$ cat config.mk
export PLATFORM = sky130hd
export DESIGN_NAME = cflsc_top
export DESIGN_NICKNAME = d
export VERILOG_FILES = /design/src/rtl/cflsc_pkg.sv /design/src/rtl/cflsc_event_latch.sv /design/src/rtl/cflsc_top.sv
export SDC_FILE = /design/constraint.sdc
export NUM_CORES = 1
export LEC_CHECK = 0
export ABC_AREA = 1
export BUFFER_PORTS_ARGS = -buffer_cell sky130_fd_sc_hd__clkbuf_2
export CORE_MARGIN = 5
export CORE_UTILIZATION = 47
export CTS_BUF_LIST = sky130_fd_sc_hd__clkbuf_16
export DETAILED_ROUTE_END_ITERATION = 12
export PLACE_DENSITY = 0.85
export SLEW_MARGIN = 15
export SYNTH_ARGS = -nofsm -noshare
export SYNTH_HDL_FRONTEND = slang
export SYNTH_SLANG_ARGS = --single-unit
$ cat constraint.sdc
create_clock -name ref_clk -period 4.1 [get_ports ref_clk]
set_input_delay 0.82 -clock ref_clk [delete_from_list [all_inputs] [get_ports ref_clk]]
set_output_delay 0.82 -clock ref_clk [all_outputs]
set_load 0.01 [all_outputs]
$ cat src/rtl/cflsc_pkg.sv
// constants and types for the fault, lockup and sleep run-state controller
// Notes on behaviour
// RQ1 - each fault takes escalated fault, but locks up inside nmi or fault handler
// RQ2 - fault on supervisor call at too high priority, unattached breakpoint, load/store bus error
// RQ3 - fault on execute-never fetch, fetch bus error, vector error, undefined, state bit, unaligned
// RQ4 - escalated fault preempts all but reset, nmi and itself; only those preempt it
// RQ5 - bus error unstacking status word on main stack return causes lockup
// RQ6 - in lockup no instruction is fetched or executed until a permitted exit
// RQ7 - lockup ends on reset or debugger halt, or nmi if locked in fault handler
// RQ8 - lockup from the nmi handler is not released by another nmi
// RQ9 - sleep stops only the core clock; deep sleep requests most clocks stopped
// RQ10 - deep sleep select bit chooses ordinary or deep sleep on entry; here deep_sleep_q follows the bit on every cycle of sleep
// RQ11 - wait for interrupt sleeps at once unless a wakeup is already true
// RQ12 - wait for event: latch 0 sleeps, latch 1 is cleared and execution continues
// RQ13 - event latch hidden from software, set by event input or send event
// RQ14 - sleep after handler enters sleep on return to thread mode
// RQ15 - wait-for-interrupt or after-handler sleep wakes only on a takeable exception
// RQ16 - with global mask set, a wake-worthy interrupt wakes but its handler is deferred
// RQ17 - wait-for-event sleep wakes on takeable exception or external event input
// RQ18 - event on pending: any newly pending interrupt wakes wait-for-event sleep
// RQ19 - the external controller drives the single event input from its sources
// RQ20 - event arriving while awake sets latch so next wait for event continues
// RQ21 - exception is takeable only if it beats the mask limit; otherwise it stays pending
// RQ22 - lockup, sleeping and deep sleep indicators are presented to the system
package cflsc_pkg;
  // ------------------------------------------------------------
  // register map
  // ------------------------------------------------------------
  localparam logic [3:0]  CFLSC_CTRL_OFS   = 4'h0;
  localparam logic [3:0]  CFLSC_STAT_OFS   = 4'h4;
  localparam int          CFLSC_DS_BIT     = 0;
  localparam int          CFLSC_SAH_BIT    = 1;
  localparam int          CFLSC_EOP_BIT    = 2;
  localparam int          CFLSC_GIM_BIT    = 3;
  localparam int          CFLSC_LCK_BIT    = 0;
  localparam int          CFLSC_SLP_BIT    = 1;
  localparam int          CFLSC_DSLP_BIT   = 2;
  localparam int          CFLSC_LFH_BIT    = 3;
  localparam logic [3:0]  CFLSC_CTRL_RST   = 4'h0;
  localparam logic [1:0]  CFLSC_RESP_OKAY  = 2'h0;
  localparam logic [1:0]  CFLSC_RESP_SLVERR = 2'h2;

  // execution context of the core
  typedef enum logic [1:0] {
    CFLSC_CTX_THREAD  = 2'b00,
    CFLSC_CTX_HANDLER = 2'b01,
    CFLSC_CTX_FAULT   = 2'b10,
    CFLSC_CTX_NMI     = 2'b11
  } cflsc_ctx_t;

  // run state of the core
  typedef enum logic [1:0] {
    CFLSC_ST_RUN    = 2'b00,
    CFLSC_ST_SLPINT = 2'b01,
    CFLSC_ST_SLPEVT = 2'b10,
    CFLSC_ST_LOCK   = 2'b11
  } cflsc_state_t;
endpackage : cflsc_pkg

$ cat src/rtl/cflsc_event_latch.sv
// one-bit hidden wait-for-event latch
`timescale 1ns/1ps
`default_nettype none
module cflsc_event_latch (
  input  wire logic ref_clk,   // core clock
  input  wire logic resetn,    // async reset, active low
  input  wire logic set_evt,   // set request
  input  wire logic clr_evt,   // clear request
  output logic      latch_q    // latch value
);
  // set wins over a clear in the same cycle
  always_ff @(posedge ref_clk or negedge resetn) begin
    if (!resetn) begin
      latch_q <= 1'b0;
    end else if (set_evt) begin
      latch_q <= 1'b1;
    end else if (clr_evt) begin
      latch_q <= 1'b0;
    end
  end
endmodule : cflsc_event_latch
`default_nettype wire

$ cat src/rtl/cflsc_top.sv
// fault escalation, lockup and sleep control with axi4-lite registers
//
// The AXI4-Lite slave port and the address map were chosen for this implementation.
`timescale 1ns/1ps
`default_nettype none
module cflsc_top (
  input  wire logic                 ref_clk,          // core clock
  input  wire logic                 resetn,           // async reset, active low
  // axi4-lite slave
  input  wire logic [3:0]           s_axi_awaddr,     // write address
  input  wire logic                 s_axi_awvalid,    // write address valid
  output logic                      s_axi_awready,    // write address ready
  input  wire logic [31:0]          s_axi_wdata,      // write data
  input  wire logic [3:0]           s_axi_wstrb,      // write strobes
  input  wire logic                 s_axi_wvalid,     // write data valid
  output logic                      s_axi_wready,     // write data ready
  output logic [1:0]                s_axi_bresp,      // write response
  output logic                      s_axi_bvalid,     // write response valid
  input  wire logic                 s_axi_bready,     // write response ready
  input  wire logic [3:0]           s_axi_araddr,     // read address
  input  wire logic                 s_axi_arvalid,    // read address valid
  output logic                      s_axi_arready,    // read address ready
  output logic [31:0]               s_axi_rdata,      // read data
  output logic [1:0]                s_axi_rresp,      // read response
  output logic                      s_axi_rvalid,     // read data valid
  input  wire logic                 s_axi_rready,     // read data ready
  // core status
  input  wire cflsc_pkg::cflsc_ctx_t exec_ctx,        // current execution context
  input  wire logic [7:0]           cur_prio,         // current execution priority
  input  wire logic [7:0]           svc_prio,         // supervisor call exception priority
  // fault sources, one-cycle pulses, with dbg_attached and ret_main_sp as level qualifiers
  input  wire logic                 svc_exec,         // supervisor call executed
  input  wire logic                 breakpoint_instr_exec,        // breakpoint executed
  input  wire logic                 dbg_attached,     // debugger attached
  input  wire logic                 ldst_bus_err,     // load/store bus error
  input  wire logic                 xn_fetch,         // fetch from execute-never address
  input  wire logic                 fetch_bus_err,    // fetch from bus-faulting location
  input  wire logic                 vect_bus_err,     // vector fetch bus error
  input  wire logic                 undef_instr,      // undefined instruction
  input  wire logic                 state_bit_clr,    // execution with state bit 0
  input  wire logic                 unaligned_ldst,   // unaligned load/store
  input  wire logic                 unstack_err,      // status word unstack bus error
  input  wire logic                 ret_main_sp,      // return uses main stack pointer
  // sleep and wake sources
  input  wire logic                 wfi_exec,         // wait for interrupt executed
  input  wire logic                 wfe_exec,         // wait for event executed
  input  wire logic                 sev_exec,         // send event in the system
  input  wire logic                 ret_to_thread,    // handler return to thread mode
  input  wire logic                 ext_event,        // external event input
  input  wire logic                 irq_pend,         // an interrupt is pending
  input  wire logic                 irq_enabled,      // pending interrupt is enabled
  input  wire logic [7:0]           irq_prio,         // pending interrupt priority
  input  wire logic                 irq_new_pend,     // interrupt newly became pending
  input  wire logic                 nmi_req,          // nonmaskable interrupt request
  input  wire logic                 dbg_halt,         // debugger halt request
  // outputs to core and system
  output logic                      fault_take_q,     // take escalated fault
  output logic                      nmi_take_q,       // take nonmaskable interrupt
  output logic                      irq_take_q,       // take pending interrupt
  output logic                      core_run_q,       // fetch and execute allowed
  output logic                      wake_q,           // wakeup pulse
  output logic                      lockup_q,         // lockup indicator
  output logic                      sleeping_q,       // core clock may stop
  output logic                      deep_sleep_q      // deep sleep request
);
  import cflsc_pkg::*;

  // ------------------------------------------------------------
  // registers and state
  // ------------------------------------------------------------
  logic [3:0]   ctrl_q;
  logic         lock_fh_q;
  logic         lock_fh_d;
  cflsc_state_t state_q;
  cflsc_state_t state_d;
  logic         evt_latch;
  logic         aw_got_q;
  logic         w_got_q;
  logic [3:0]   awaddr_q;
  logic [31:0]  wdata_q;
  logic [3:0]   wstrb_q;

  wire ds_sel  = ctrl_q[CFLSC_DS_BIT];
  wire sah_sel = ctrl_q[CFLSC_SAH_BIT];
  wire eop_sel = ctrl_q[CFLSC_EOP_BIT];
  wire gim_sel = ctrl_q[CFLSC_GIM_BIT];

  // priority compare, lower value is more urgent
  function automatic logic cflsc_beats(input logic [7:0] a, input logic [7:0] b);
    cflsc_beats = (a < b);
  endfunction : cflsc_beats

  // ------------------------------------------------------------
  // fault detection and escalation
  // ------------------------------------------------------------
  // equal or more urgent than the supervisor call exception faults, in any context
  wire svc_fault  = svc_exec & (cur_prio <= svc_prio); // [RQ2]
  wire breakpoint_instr_fault = breakpoint_instr_exec & !dbg_attached; // [RQ2]
  wire fault_a    = svc_fault | breakpoint_instr_fault | ldst_bus_err; // [RQ2]
  wire fault_b    = xn_fetch | fetch_bus_err | vect_bus_err | undef_instr
                  | state_bit_clr | unaligned_ldst; // [RQ3]
  wire running    = (state_q == CFLSC_ST_RUN);
  wire any_fault  = running & (fault_a | fault_b);
  wire in_fixed   = (exec_ctx == CFLSC_CTX_NMI) | (exec_ctx == CFLSC_CTX_FAULT);
  wire fault_lock = any_fault & in_fixed; // [RQ1]
  wire fault_esc  = any_fault & !in_fixed; // [RQ1] [RQ4]
  wire unstk_lock = running & unstack_err & ret_main_sp; // [RQ5]
  wire enter_lock = fault_lock | unstk_lock;

  // lockup exits
  wire in_lock    = (state_q == CFLSC_ST_LOCK);
  wire nmi_unlock = in_lock & nmi_req & lock_fh_q; // [RQ7] [RQ8]
  wire exit_lock  = in_lock & (dbg_halt | nmi_unlock); // [RQ7]

  // nmi preempts everything but itself and a lockup entry in the same cycle; it ends a fault-handler lockup
  wire nmi_go     = nmi_req & ((running & (exec_ctx != CFLSC_CTX_NMI) & !enter_lock)
                  | nmi_unlock); // [RQ4]

  // ------------------------------------------------------------
  // exception sufficiency and wake conditions
  // ------------------------------------------------------------
  wire irq_beats  = irq_pend & irq_enabled
                  & ((exec_ctx == CFLSC_CTX_THREAD) | cflsc_beats(irq_prio, cur_prio)); // [RQ21]
  wire irq_go_ok  = irq_beats & !gim_sel;                                               // [RQ16] [RQ21]
  wire wake_exc   = irq_beats | nmi_req;                                                // [RQ15] [RQ16]
  wire wake_evt   = wake_exc | ext_event | (eop_sel & irq_new_pend);                    // [RQ17] [RQ18]

  // ------------------------------------------------------------
  // event latch control
  // ------------------------------------------------------------
  wire in_evt_slp = (state_q == CFLSC_ST_SLPEVT);
  wire evt_set    = (ext_event | sev_exec | (eop_sel & irq_new_pend)) & !in_evt_slp;   // [RQ13] [RQ20]
  wire wfe_go     = running & wfe_exec & !any_fault & !unstk_lock;
  wire evt_clr    = wfe_go & evt_latch;                                                 // [RQ12]

  cflsc_event_latch u_evt (
    .ref_clk (ref_clk),
    .resetn  (resetn),
    .set_evt (evt_set),
    .clr_evt (evt_clr),
    .latch_q (evt_latch)
  );

  // ------------------------------------------------------------
  // run-state next value
  // ------------------------------------------------------------
  always_comb begin
    state_d   = state_q;
    lock_fh_d = lock_fh_q;
    unique case (state_q)
      CFLSC_ST_RUN: begin
        if (enter_lock) begin
          state_d   = CFLSC_ST_LOCK;                                                    // [RQ1] [RQ5]
          lock_fh_d = fault_lock & (exec_ctx == CFLSC_CTX_FAULT);                       // [RQ7] [RQ8]
        end else if (fault_esc | nmi_go) begin
          state_d = CFLSC_ST_RUN;
        end else if (wfi_exec & !wake_exc) begin
          state_d = CFLSC_ST_SLPINT;                                                    // [RQ11]
        end else if (wfe_exec & !evt_latch) begin
          state_d = CFLSC_ST_SLPEVT;                                                    // [RQ12]
        end else if (ret_to_thread & sah_sel) begin
          state_d = CFLSC_ST_SLPINT;                                                    // [RQ14]
        end
      end
      CFLSC_ST_SLPINT: begin
        if (wake_exc) begin
          state_d = CFLSC_ST_RUN;                                                       // [RQ15]
        end
      end
      CFLSC_ST_SLPEVT: begin
        if (wake_evt) begin
          state_d = CFLSC_ST_RUN;                                                       // [RQ17] [RQ18]
        end
      end
      CFLSC_ST_LOCK: begin
        if (exit_lock) begin
          state_d   = CFLSC_ST_RUN;                                                     // [RQ7]
          lock_fh_d = 1'b0;
        end
      end
    endcase
  end

  wire slp_d    = (state_d == CFLSC_ST_SLPINT) | (state_d == CFLSC_ST_SLPEVT);
  wire wake_d   = !running & !in_lock & (state_d == CFLSC_ST_RUN);
  wire irq_go_d = irq_go_ok & running & (state_d == CFLSC_ST_RUN) & !fault_esc & !nmi_go;

  // run state and indicators
  always_ff @(posedge ref_clk or negedge resetn) begin
    if (!resetn) begin
      state_q      <= CFLSC_ST_RUN;
      lock_fh_q    <= 1'b0;
      core_run_q   <= 1'b1;
      lockup_q     <= 1'b0;
      sleeping_q   <= 1'b0;
      deep_sleep_q <= 1'b0;
      wake_q       <= 1'b0;
    end else begin
      state_q      <= state_d;
      lock_fh_q    <= lock_fh_d;
      core_run_q   <= (state_d == CFLSC_ST_RUN);                                        // [RQ6]
      lockup_q     <= (state_d == CFLSC_ST_LOCK);                                       // [RQ22]
      sleeping_q   <= slp_d;                                                            // [RQ9] [RQ22]
      deep_sleep_q <= slp_d & ds_sel;                                                   // [RQ9] [RQ10]
      wake_q       <= wake_d;
    end
  end

  // exception take pulses
  always_ff @(posedge ref_clk or negedge resetn) begin
    if (!resetn) begin
      fault_take_q <= 1'b0;
      nmi_take_q   <= 1'b0;
      irq_take_q   <= 1'b0;
    end else begin
      fault_take_q <= fault_esc;                                                        // [RQ1]
      nmi_take_q   <= nmi_go;                                                           // [RQ4]
      irq_take_q   <= irq_go_d;                                                         // [RQ16] [RQ21]
    end
  end

  // ------------------------------------------------------------
  // axi4-lite write path
  // ------------------------------------------------------------
  wire aw_hs    = s_axi_awvalid & s_axi_awready;
  wire w_hs     = s_axi_wvalid & s_axi_wready;
  wire wr_go    = aw_got_q & w_got_q & !s_axi_bvalid;
  wire wr_ctrl  = wr_go & (awaddr_q == CFLSC_CTRL_OFS);
  wire wr_ok    = wr_ctrl | (awaddr_q == CFLSC_STAT_OFS);

  // address and data capture in either order
  always_ff @(posedge ref_clk or negedge resetn) begin
    if (!resetn) begin
      aw_got_q <= 1'b0;
      w_got_q  <= 1'b0;
      awaddr_q <= 4'h0;
      wdata_q  <= 32'h0000_0000;
      wstrb_q  <= 4'h0;
    end else begin
      if (aw_hs) begin
        aw_got_q <= 1'b1;
        awaddr_q <= s_axi_awaddr;
      end else if (wr_go) begin
        aw_got_q <= 1'b0;
      end
      if (w_hs) begin
        w_got_q <= 1'b1;
        wdata_q <= s_axi_wdata;
        wstrb_q <= s_axi_wstrb;
      end else if (wr_go) begin
        w_got_q <= 1'b0;
      end
    end
  end

  // readies and write response
  always_ff @(posedge ref_clk or negedge resetn) begin
    if (!resetn) begin
      s_axi_awready <= 1'b0;
      s_axi_wready  <= 1'b0;
      s_axi_bvalid  <= 1'b0;
      s_axi_bresp   <= CFLSC_RESP_OKAY;
    end else begin
      s_axi_awready <= !aw_got_q & !aw_hs & !s_axi_bvalid;
      s_axi_wready  <= !w_got_q & !w_hs & !s_axi_bvalid;
      if (wr_go) begin
        s_axi_bvalid <= 1'b1;
        s_axi_bresp  <= wr_ok ? CFLSC_RESP_OKAY : CFLSC_RESP_SLVERR;
      end else if (s_axi_bready) begin
        s_axi_bvalid <= 1'b0;
      end
    end
  end

  // control register, low byte lane only
  always_ff @(posedge ref_clk or negedge resetn) begin
    if (!resetn) begin
      ctrl_q <= CFLSC_CTRL_RST;
    end else if (wr_ctrl & wstrb_q[0]) begin
      ctrl_q <= wdata_q[3:0];                                                           // [RQ10]
    end
  end

  // ------------------------------------------------------------
  // axi4-lite read path
  // ------------------------------------------------------------
  wire        ar_hs   = s_axi_arvalid & s_axi_arready;
  wire [3:0]  stat_w  = {lock_fh_q, deep_sleep_q, sleeping_q, lockup_q};                // [RQ22]
  wire        rd_ctrl = (s_axi_araddr == CFLSC_CTRL_OFS);
  wire        rd_stat = (s_axi_araddr == CFLSC_STAT_OFS);
  wire [31:0] rd_data = rd_ctrl ? {28'h0000000, ctrl_q} :
                        rd_stat ? {28'h0000000, stat_w} : 32'h0000_0000;

  // read channel, one read at a time
  always_ff @(posedge ref_clk or negedge resetn) begin
    if (!resetn) begin
      s_axi_arready <= 1'b0;
      s_axi_rvalid  <= 1'b0;
      s_axi_rdata   <= 32'h0000_0000;
      s_axi_rresp   <= CFLSC_RESP_OKAY;
    end else begin
      s_axi_arready <= !s_axi_rvalid & !ar_hs;
      if (ar_hs) begin
        s_axi_rvalid <= 1'b1;
        s_axi_rdata  <= rd_data;
        s_axi_rresp  <= (rd_ctrl | rd_stat) ? CFLSC_RESP_OKAY : CFLSC_RESP_SLVERR;
      end else if (s_axi_rready) begin
        s_axi_rvalid <= 1'b0;
      end
    end
  end
endmodule : cflsc_top
`default_nettype wire
==> flow_metrics.tcl, run 1 <==
set metrics [dict create \
    run_status "finished clean" \
    crit_path_max_fanout 4 \
    grt_remaining_overflow 0 \
    post-cts-setup-buffers 0 \
    cts-root-buf "clkbuf_16" \
    crit_type "input port to flop" \
    postPlaceCellArea_um2 2795 \
    finalClockSkew_ps 3.731 \
    grt_max_degree 39 \
    antenna_found_initial 0 \
    synthArstFlopShare_pct 100.0 \
    worstMarginPinSlew_ps 907.1 \
    finalPower_uw 1656 \
    finalCritPeriodShare_pct 65.07 \
    drc 0 \
    syn_area_um2 2394 \
    cts_tree "yes" \
    grt_pass1_wl_um 8576 \
    synth_area_per_cell_um2 8.579 \
    die_y_um 81.36 \
    p_leak_uw 0.001732 \
    core_um2 5042 \
    crit_path_top_delay_cell "ha_1" \
    critPathLaunchType "input port" \
    ys.flop_type "dfrtp_1" \
    cts_made_buffers 5 \
    fp-row-count 26 \
    yosys_register_bits 38 \
    yosys_warnings 0 \
    fin_tns_setup_ps 0 \
    grt_usage_pct 16.85 \
    synth.distinct_cells 31 \
    synth_enable_flop_cells 0 \
    dp_hpwl_um 4343 \
    wl_per_cell_um 11.97 \
    ant_nets 0 \
    nets 492 \
    arrival_ps 2850 \
    ys_seq_area_share_pct 39.78 \
    portBuffers 86 \
    area.growth.synth_to_final_pct 22.69 \
    drtIter0Drc 61 \
    stdcell_area_um2 2937 \
    peakVddDrop_uv 408.0 \
    post-route-min-period_ps 2668 \
    fin_util_pct 58.24 \
    clk_path_buf_depth 2 \
    via_per_inst 4.645 \
    clock_sinks 38 \
    io_pins 148 \
    insertion_delay_ps 280 \
    start_util_pct 47.47 \
    antenna_cells 0 \
    crit_required_ps 4290 \
    grt_pass1_vias 2043 \
    layout_setup_ws_ps 1432 \
    h-tree-depth 2 \
    ctsResizeCount 0 \
    crit_path_cell_trace "clkbuf_2, inv_1, ha_1, inv_1, o21bai_1, nand2_1, nand2_1, nand2_1, nand2_1, nand2_1, nand2_1, nand2_1, nand3_2, nand3_1, nand4_1, nand2_1, nand2_1, ha_1, nand3_1, nor3_1" \
    setup-violations-final 0 \
    max_freq_mhz 374.8 \
    dp_worst_setup_slack_ps 1193 \
    rsz0062_at_grt "false" \
    cpMostUsedCell "nand2_1" \
    fillers 444 \
    slew_headroom_pct 39.53 \
    cp-end-kind "flop" \
    synthCells 279 \
    holdBufCountCts 0 \
    dr.pass1.iters 4 \
    hold_class "flop to flop" \
    fp.dieW_um 81.36 \
    drt_wl_total_um 5291 \
    drive_gt1_share_pct 29.57 \
    r2r_slack_ps 1980 \
    hold_viol 0 \
    cts.clk_slew.worst_paths_ps 50 \
    cap_violations 0 \
    cp_slowest_stage_delay_ps 280 \
    power_density_nw_per_um2 563.8 \
    drv_slew 0 \
    vias 2053 \
    place.gp.congestion 0.8868 \
    dieArea_um2 6619 \
]
final cells by class:
| cell class | instances | area (um2) | share of cell area, % |
|---|---|---|---|
| multi-input combinational | 193 | 1149 | 39.11 |
| sequential | 38 | 952.2 | 32.42 |
| timing repair buffer | 86 | 430.4 | 14.66 |
| inverter | 47 | 176.4 | 6.008 |
| clock buffer | 5 | 125.1 | 4.261 |
| tap | 70 | 87.58 | 2.983 |
| clock inverter | 3 | 16.27 | 0.5539 |
per-stage QoR:
step,hold slack (ps),cells
final,464.8,442
after global placement,425.9,434
after floorplan,452.8,308
after detailed placement,447.0,434
after global routing,481.8,442
after CTS,455.3,442
final timing paths:
path | start | end | cells past startpoint
setup / recovery | svc_prio[1] | irq_take_q | 20
hold / removal | s_axi_rvalid | s_axi_arready | 1
setup reg to reg | state_q[1] | deep_sleep_q | 10
hold reg to reg | s_axi_rvalid | s_axi_arready | 1
max in group asynchronous | resetn | s_axi_wready | 1
min in group asynchronous | resetn | s_axi_arready | 1
synth_stat cells (4+ instances only):
cell / instances / area [um2]
ha_1: 22 / 275.3
nand4_1: 4 / 25.02
buf_4: 30 / 225.2
mux2_2: 7 / 78.83
inv_1: 44 / 165.2
a31oi_1: 5 / 31.28
nand2_1: 46 / 172.7
a21oi_1: 15 / 75.07
o21ai_0: 8 / 40.04
nor2_1: 19 / 71.32
dfrtp_1: 37 / 925.9
nand3_1: 18 / 90.09
cells in the final DEF, fill, tap and decap left out, types with 5 or more instances in the layout:
master and n:
clkbuf_2 86, o21ai_0 8, a21oi_1 15, nand3_1 18
conb_1 30, clkbuf_16 5, nand2_1 46, nor2_1 19
mux2_2 7, ha_1 22, dfrtp_1 37, inv_1 44
a31oi_1 5
where the power goes:
group | switching, uW | internal, uW
sequential | 106 | 540
combinational | 380 | 269
clock | 140 | 221
registers in the layout (all words and copies together) (netlist names), 2 cells and up:
signal       cells
s_axi_rdata      4
wdata_q          4
state_q          2
awaddr_q         4
ctrl_q           4
cells by family after synthesis:
logic type	Yosys count	share of synthesized area [%]
compound gates	35	8.207
other cells	1	0.1567
mux	8	3.921
flops	38	39.78
fa+ha+maj	22	11.50
simple gates	98	19.66
buf+inv	77	16.78
layer usage:
layer / GRT usage [%] / vias to the layer above / part of all wire (%)
li1: - / 1026 / -
met1: 18.51 / 910 / 38
met2: 29.56 / 96 / 52
met3: 4.102 / 21 / 6.8
met4: 9.291 / 0 / 3.7
met5: 0 / - / 0
critical path: cells and delay by family:
kind / cells / cell delay, ps
simple gates: 14 / 1250
buf+inv: 3 / 150
compound gates: 1 / 150
fa+ha+maj: 2 / 470
No activity file was read; power rests on OpenSTA's default activity.
==> inputs of run 2 (changes only) <==
--- a/config.mk
+++ b/config.mk
@@ -8,10 +8,10 @@
 export ABC_AREA = 1
 export BUFFER_PORTS_ARGS = -buffer_cell sky130_fd_sc_hd__clkbuf_2
 export CORE_MARGIN = 5
-export CORE_UTILIZATION = 47
+export CORE_UTILIZATION = 43
 export CTS_BUF_LIST = sky130_fd_sc_hd__clkbuf_16
 export DETAILED_ROUTE_END_ITERATION = 12
-export PLACE_DENSITY = 0.85
+export PLACE_DENSITY = 0.78
 export SLEW_MARGIN = 15
 export SYNTH_ARGS = -nofsm -noshare
 export SYNTH_HDL_FRONTEND = slang
==> constraint.sdc (replaced) <==
create_clock -name ref_clk -period 2.6 [get_ports ref_clk]
set_input_delay 0.52 -clock ref_clk [delete_from_list [all_inputs] [get_ports ref_clk]]
set_output_delay 0.52 -clock ref_clk [all_outputs]
set_load 0.01 [all_outputs]
==> run 2 against run 1 <==
Compared with the run above:
- core utilization is 3.6 points lower
- hold slack lost 100 ps
- via count fell by 2.6%
- routed wire length decreased by 3.3%
- non-clock buffer count stayed put
- die area grew 8.1%
- total power up 69%
- critical path type unchanged
- largest cell class unchanged
==> flow_metrics.tcl, run 2 (synthesized netlist as in run 1, its figures left out) <==
set metrics [dict create \
    run_status "finished clean" \
    antenna_cells 0 \
    cp-end-kind "flop" \
    cts-root-buf "clkbuf_16" \
    drc 0 \
    holdBufCountCts 0 \
    die_y_um 84.61 \
    crit_buf_inv 2 \
    grt_pass1_wl_um 8562 \
    wl_per_cell_um 11.52 \
    crit_required_ps 2780 \
    arrival_ps 2410 \
    hold_class "input port to async pin" \
    crit_type "input port to flop" \
    fp-row-count 27 \
    dr.pass1.iters 4 \
    dp_hpwl_um 4316 \
    cts_tree "yes" \
    layout_commonest_cell "clkbuf_2" \
    cp_slowest_stage_delay_ps 310 \
    post-route-min-period_ps 2228 \
    ant_nets 0 \
    cap_violations 0 \
    drv_slew 0 \
    grt_remaining_overflow 0 \
    routed-wl-met3_um 322 \
    grt_max_degree 39 \
    portBuffers 86 \
    io_pins 148 \
    setup-violations-final 0 \
    antenna_found_initial 0 \
    wl_met2_um 2716 \
    crit_path_cell_trace "clkbuf_2, ha_1, a21oi_1, o21a_1, nand2_1, nand2_1, nand2_1, nand2_1, nand3_2, nand3_1, nand4_1, nand2_1, nand2_1, ha_1, nand2_1, inv_1" \
    r2r_slack_ps 590 \
    grt_usage_pct 14.87 \
    crit_path_top_delay_cell "ha_1" \
    cts_made_buffers 5 \
    post-cts-setup-buffers 0 \
    crit_family "simple AND/OR/NAND/NOR gates" \
    cpMostUsedCell "nand2_1" \
    vias 1999 \
    start_util_pct 43.74 \
    drt_wl_total_um 5116 \
    clock_sinks 38 \
    h-tree-depth 2 \
    slew_headroom_pct 39.40 \
    layout_common_cells "clkbuf_2, nand2_1, inv_1" \
    power_density_nw_per_um2 933.1 \
    fin_util_pct 54.66 \
    wl_met1_um 1980 \
    clk_path_buf_depth 2 \
    critPathLaunchType "input port" \
    fp.dieW_um 84.61 \
    area.growth.synth_to_final_pct 24.99 \
    hold_viol 0 \
    nets 492 \
    drtIter0Drc 51 \
    finalCritPeriodShare_pct 85.70 \
    rsz0062_at_grt "false" \
    grt_pass1_vias 1977 \
    ctsResizeCount 0 \
    max_freq_mhz 448.8 \
    cts.clk_slew.worst_paths_ps 60 \
    crit_path_max_fanout 4 \
    fin_tns_setup_ps 0 \
    place.gp.congestion 0.8031 \
    dieArea_um2 7159 \
    insertion_delay_ps 280 \
    worstMarginPinSlew_ps 908.9 \
    peakVddDrop_uv 801.0 \
    core_um2 5473 \
    via_per_inst 4.502 \
    finalClockSkew_ps 3.347 \
    drive_gt1_share_pct 29.84 \
    p_leak_uw 0.001758 \
    dr.max_layer_used "met4" \
]
[run 2: cell count changes in the layout (fill, tap and decap cells not counted)]
| cell | before | now |
|---|---|---|
| clkinv_4 | 0 | 1 |
| clkinv_1 | 2 | 1 |
| clkinvlp_4 | 1 | 0 |
| clkinv_2 | 1 | 0 |
| bufinv_16 | 0 | 2 |
[run 2: per-layer routing]
layer,vias up,global-route usage (%)
li1,1031,-
met1,902,16.72
met3,11,4.220
met4,0,4.317
met5,-,0
met2,55,27.19
[run 2: cell type report]
class / instances / area [um2]
fill: 529 / 2481
multi-input combinational: 193 / 1149
sequential: 38 / 952.2
timing repair buffer: 86 / 430.4
inverter: 47 / 176.4
clock buffer: 5 / 125.1
tap: 72 / 90.09
clock inverter: 3 / 68.82
[run 2: final timing paths]
kind,depth (start not counted),to,from
worst min register to register,1,s_axi_arready,s_axi_rvalid
worst min-delay path,1,s_axi_awready,resetn
min in group ref_clk,2,s_axi_rvalid,s_axi_rready
max in group asynchronous,1,awaddr_q[3],resetn
worst max register to register,10,deep_sleep_q,state_q[1]
worst max-delay path,16,deep_sleep_q,cur_prio[5]
[run 2: power by group]
part	switching [uW]	internal [uW]	leakage, uW
sequential	160	851	0.000462
clock	236	551	0.0000940
combinational	572	421	0.00120
[run 2: through the flow]
step                      hold WS (ps)  worst slack (ps)  instances  cell area (um2)  total power, uW
after global routing             410.1             62.92        444             2992             3009
after global placement           422.8             106.7        436             2798             1984
after floorplan                  224.4             414.5        308             2502             1709
after detailed placement         431.8             84.35        436             2798             2026
after CTS                        390.2             353.9        444             2992             2818
final                            361.7             371.7        444             2992             2792
==> inputs of run 3 (changes only) <==
--- a/config.mk
+++ b/config.mk
@@ -7,12 +7,15 @@
 export LEC_CHECK = 0
 export ABC_AREA = 1
 export BUFFER_PORTS_ARGS = -buffer_cell sky130_fd_sc_hd__clkbuf_2
+export CAP_MARGIN = 20
 export CORE_MARGIN = 5
 export CORE_UTILIZATION = 43
 export CTS_BUF_LIST = sky130_fd_sc_hd__clkbuf_16
 export DETAILED_ROUTE_END_ITERATION = 12
+export MAX_ROUTING_LAYER = met4
 export PLACE_DENSITY = 0.78
 export SLEW_MARGIN = 15
 export SYNTH_ARGS = -nofsm -noshare
 export SYNTH_HDL_FRONTEND = slang
+export SYNTH_HIERARCHICAL = 1
 export SYNTH_SLANG_ARGS = --single-unit
==> run 3 against run 2 <==
Compared with the run above:
- core utilization decreased by 0.71 points
- sequential power about the same
- combinational power about the same
- global-route usage increased by 0.054 points
==> flow_metrics.tcl, run 3 <==
set metrics [dict create \
    vias 2082 \
    synth.distinct_cells 30 \
    fp-row-count 27 \
    grt_remaining_overflow 0 \
    r2r_slack_ps 540 \
    fp.dieW_um 84.88 \
    post-cts-setup-buffers 0 \
    finalClockSkew_ps 3.701 \
    via_per_inst 4.616 \
    worstRegToRegCells 11 \
    wl_per_cell_um 11.11 \
    dp_hpwl_um 4242 \
    yosys.area.top_type_share_pct 38.40 \
    cts.clk_slew.worst_paths_ps 50 \
    synthCells 286 \
    ys.flop_type "dfrtp_1" \
    timing.rr.start "state_q[0]" \
    ctsResizeCount 0 \
    insertion_delay_ps 280 \
    cap_violations 0 \
    peakVddDrop_uv 654.8 \
    max_freq_mhz 454.2 \
    hold_ws_ps 359.4 \
    synthArstFlopShare_pct 100.0 \
    crit_required_ps 2770 \
    h-tree-depth 2 \
    p_leak_uw 0.001756 \
    arrival_ps 2380 \
    io_pins 148 \
    ys_seq_area_share_pct 39.49 \
    clock_sinks 38 \
    start_util_pct 44.06 \
    drive_gt1_share_pct 28.50 \
    cp-end-kind "flop" \
    portBuffers 86 \
    cts_made_buffers 5 \
    layout_commonest_cell "clkbuf_2" \
    layout_common_cells "clkbuf_2, inv_1, nand2_1" \
    drv_slew 0 \
    yosysTopAreaCell "dfrtp_1" \
    post-route-min-period_ps 2202 \
    yosys_register_bits 38 \
    rsz0062_at_grt "false" \
    run_status "finished clean" \
    grt_pass1_vias 2151 \
    use_met1_pct 14.93 \
    nets 499 \
    fillers 523 \
    cts-root-buf "clkbuf_16" \
    antenna_cells 0 \
    finalCritPeriodShare_pct 84.67 \
    fin_tns_setup_ps 0 \
    hold_viol 0 \
    grt_pass1_wl_um 8618 \
    grt_util_met3_pct 3.786 \
    yosys_warnings 6 \
    die_y_um 84.88 \
    hold_class "input port to async pin" \
    place.gp.congestion 0.8160 \
    drtIter0Drc 66 \
    dr.pass1.iters 4 \
    synth_commonest_cells "inv_1, nand2_1, dfrtp_1" \
    critPathLaunchType "input port" \
    synth_area_leaders "dfrtp_1, ha_1, buf_4, inv_1, nand2_1" \
    cts_tree "yes" \
    use_met2_pct 28.33 \
    grt_max_degree 39 \
    busiest_layer "met2" \
    drc 0 \
    area.growth.synth_to_final_pct 22.47 \
    synth_enable_flop_cells 0 \
    crit_path_max_fanout 3 \
    slew_headroom_pct 40.30 \
    setup-violations-final 0 \
    antenna_found_initial 0 \
    yosysMostFrequentCell "inv_1" \
    ant_nets 0 \
    holdBufCountCts 0 \
    dieArea_um2 7205 \
    grt_usage_pct 14.92 \
    drt_wl_total_um 5012 \
    core_um2 5473 \
    syn_area_um2 2411 \
    worstMarginPinSlew_ps 895.5 \
    power_density_nw_per_um2 872.4 \
    timing.rr.end "irq_take_q" \
    clk_path_buf_depth 2 \
    synth_area_per_cell_um2 8.430 \
    crit_type "input port to flop" \
]
-- run 3: changes by cell type in the layout (fill, tap and decap cells not counted), moves of 2 or more --
cell / before / now
nor2_1: 19 / 21
nand3_1: 18 / 16
inv_1: 44 / 52
bufinv_16: 2 / 0
nand3b_1: 2 / 0
nand2_1: 46 / 48
-- run 3: logic make-up (layout without fill, tap and decap cells) --
| kind of cell | Yosys count | in the layout | synth area share [%] |
|---|---|---|---|
| simple gates | 97 | 97 | 18.84 |
| compound gates | 36 | 36 | 8.458 |
| flops | 38 | 38 | 39.49 |
| other cells | 1 | 30 | 0.1555 |
| buf+inv | 84 | 148 | 17.75 |
| fa+ha+maj | 22 | 22 | 11.42 |
| mux | 8 | 8 | 3.892 |
-- run 3: critical path: stages --
cell	delay (ps)
clkbuf_2	90
ha_1	300
a21oi_1	150
o21a_1	140
nand2_1	50
nand2_1	60
nand2_1	50
nand2_1	100
nand3_2	100
nand3_1	120
nand4_1	130
nand2_1	90
nand2_1	50
ha_1	310
nand2_1	70
inv_1	30
-- run 3: layout make-up --
cell class / count / area [um2] / share of cell area (%)
Multi-Input combinational cell: 193 / 1140 / 38.60
Sequential cell: 38 / 952.2 / 32.25
Timing Repair Buffer: 86 / 430.4 / 14.58
Inverter: 54 / 202.7 / 6.864
Clock buffer: 5 / 125.1 / 4.237
Tap cell: 72 / 90.09 / 3.051
Clock inverter: 3 / 12.51 / 0.4237
-- run 3: power breakdown --
part / switching, uW / internal [uW] / total, uW
Clock: 212 / 346 / 558
Combinational: 578 / 424 / 1000
Sequential: 164 / 852 / 1020
Total: 954 / 1620 / 2580
-- run 3: stage by stage --
stage | power (uW) | util (%) | std cells | setup slack (ps) | area, um2
2_1_floorplan | 1715 | - | 315 | 429.8 | 2520
3_3_place_gp | 1990 | 51.44 | 443 | 133.7 | 2815
3_5_place_dp | 2037 | 51.44 | 443 | 106.8 | 2815
4_1_cts | 2613 | 53.96 | 451 | 395.9 | 2953
5_1_grt | 2815 | 53.96 | 451 | 76.83 | 2953
6_report | 2576 | 53.96 | 451 | 398.5 | 2953
-- run 3: worst max-delay path by stage --
stage	cells after the start	slack, ps	from	to
3_5_place_dp	16	110	cur_prio[7]	deep_sleep_q
2_1_floorplan	16	430	svc_prio[7]	deep_sleep_q
3_3_place_gp	16	130	cur_prio[7]	deep_sleep_q
6_report	16	400	cur_prio[7]	deep_sleep_q
4_1_cts	16	400	cur_prio[7]	deep_sleep_q
5_1_grt	20	80	svc_prio[1]	irq_take_q
-- run 3: layer usage --
layer	vias up	share of wire (%)
met4	0	1.2
met5	-	0
met1	964	38
li1	1039	-
met3	7	6.7
met2	72	54
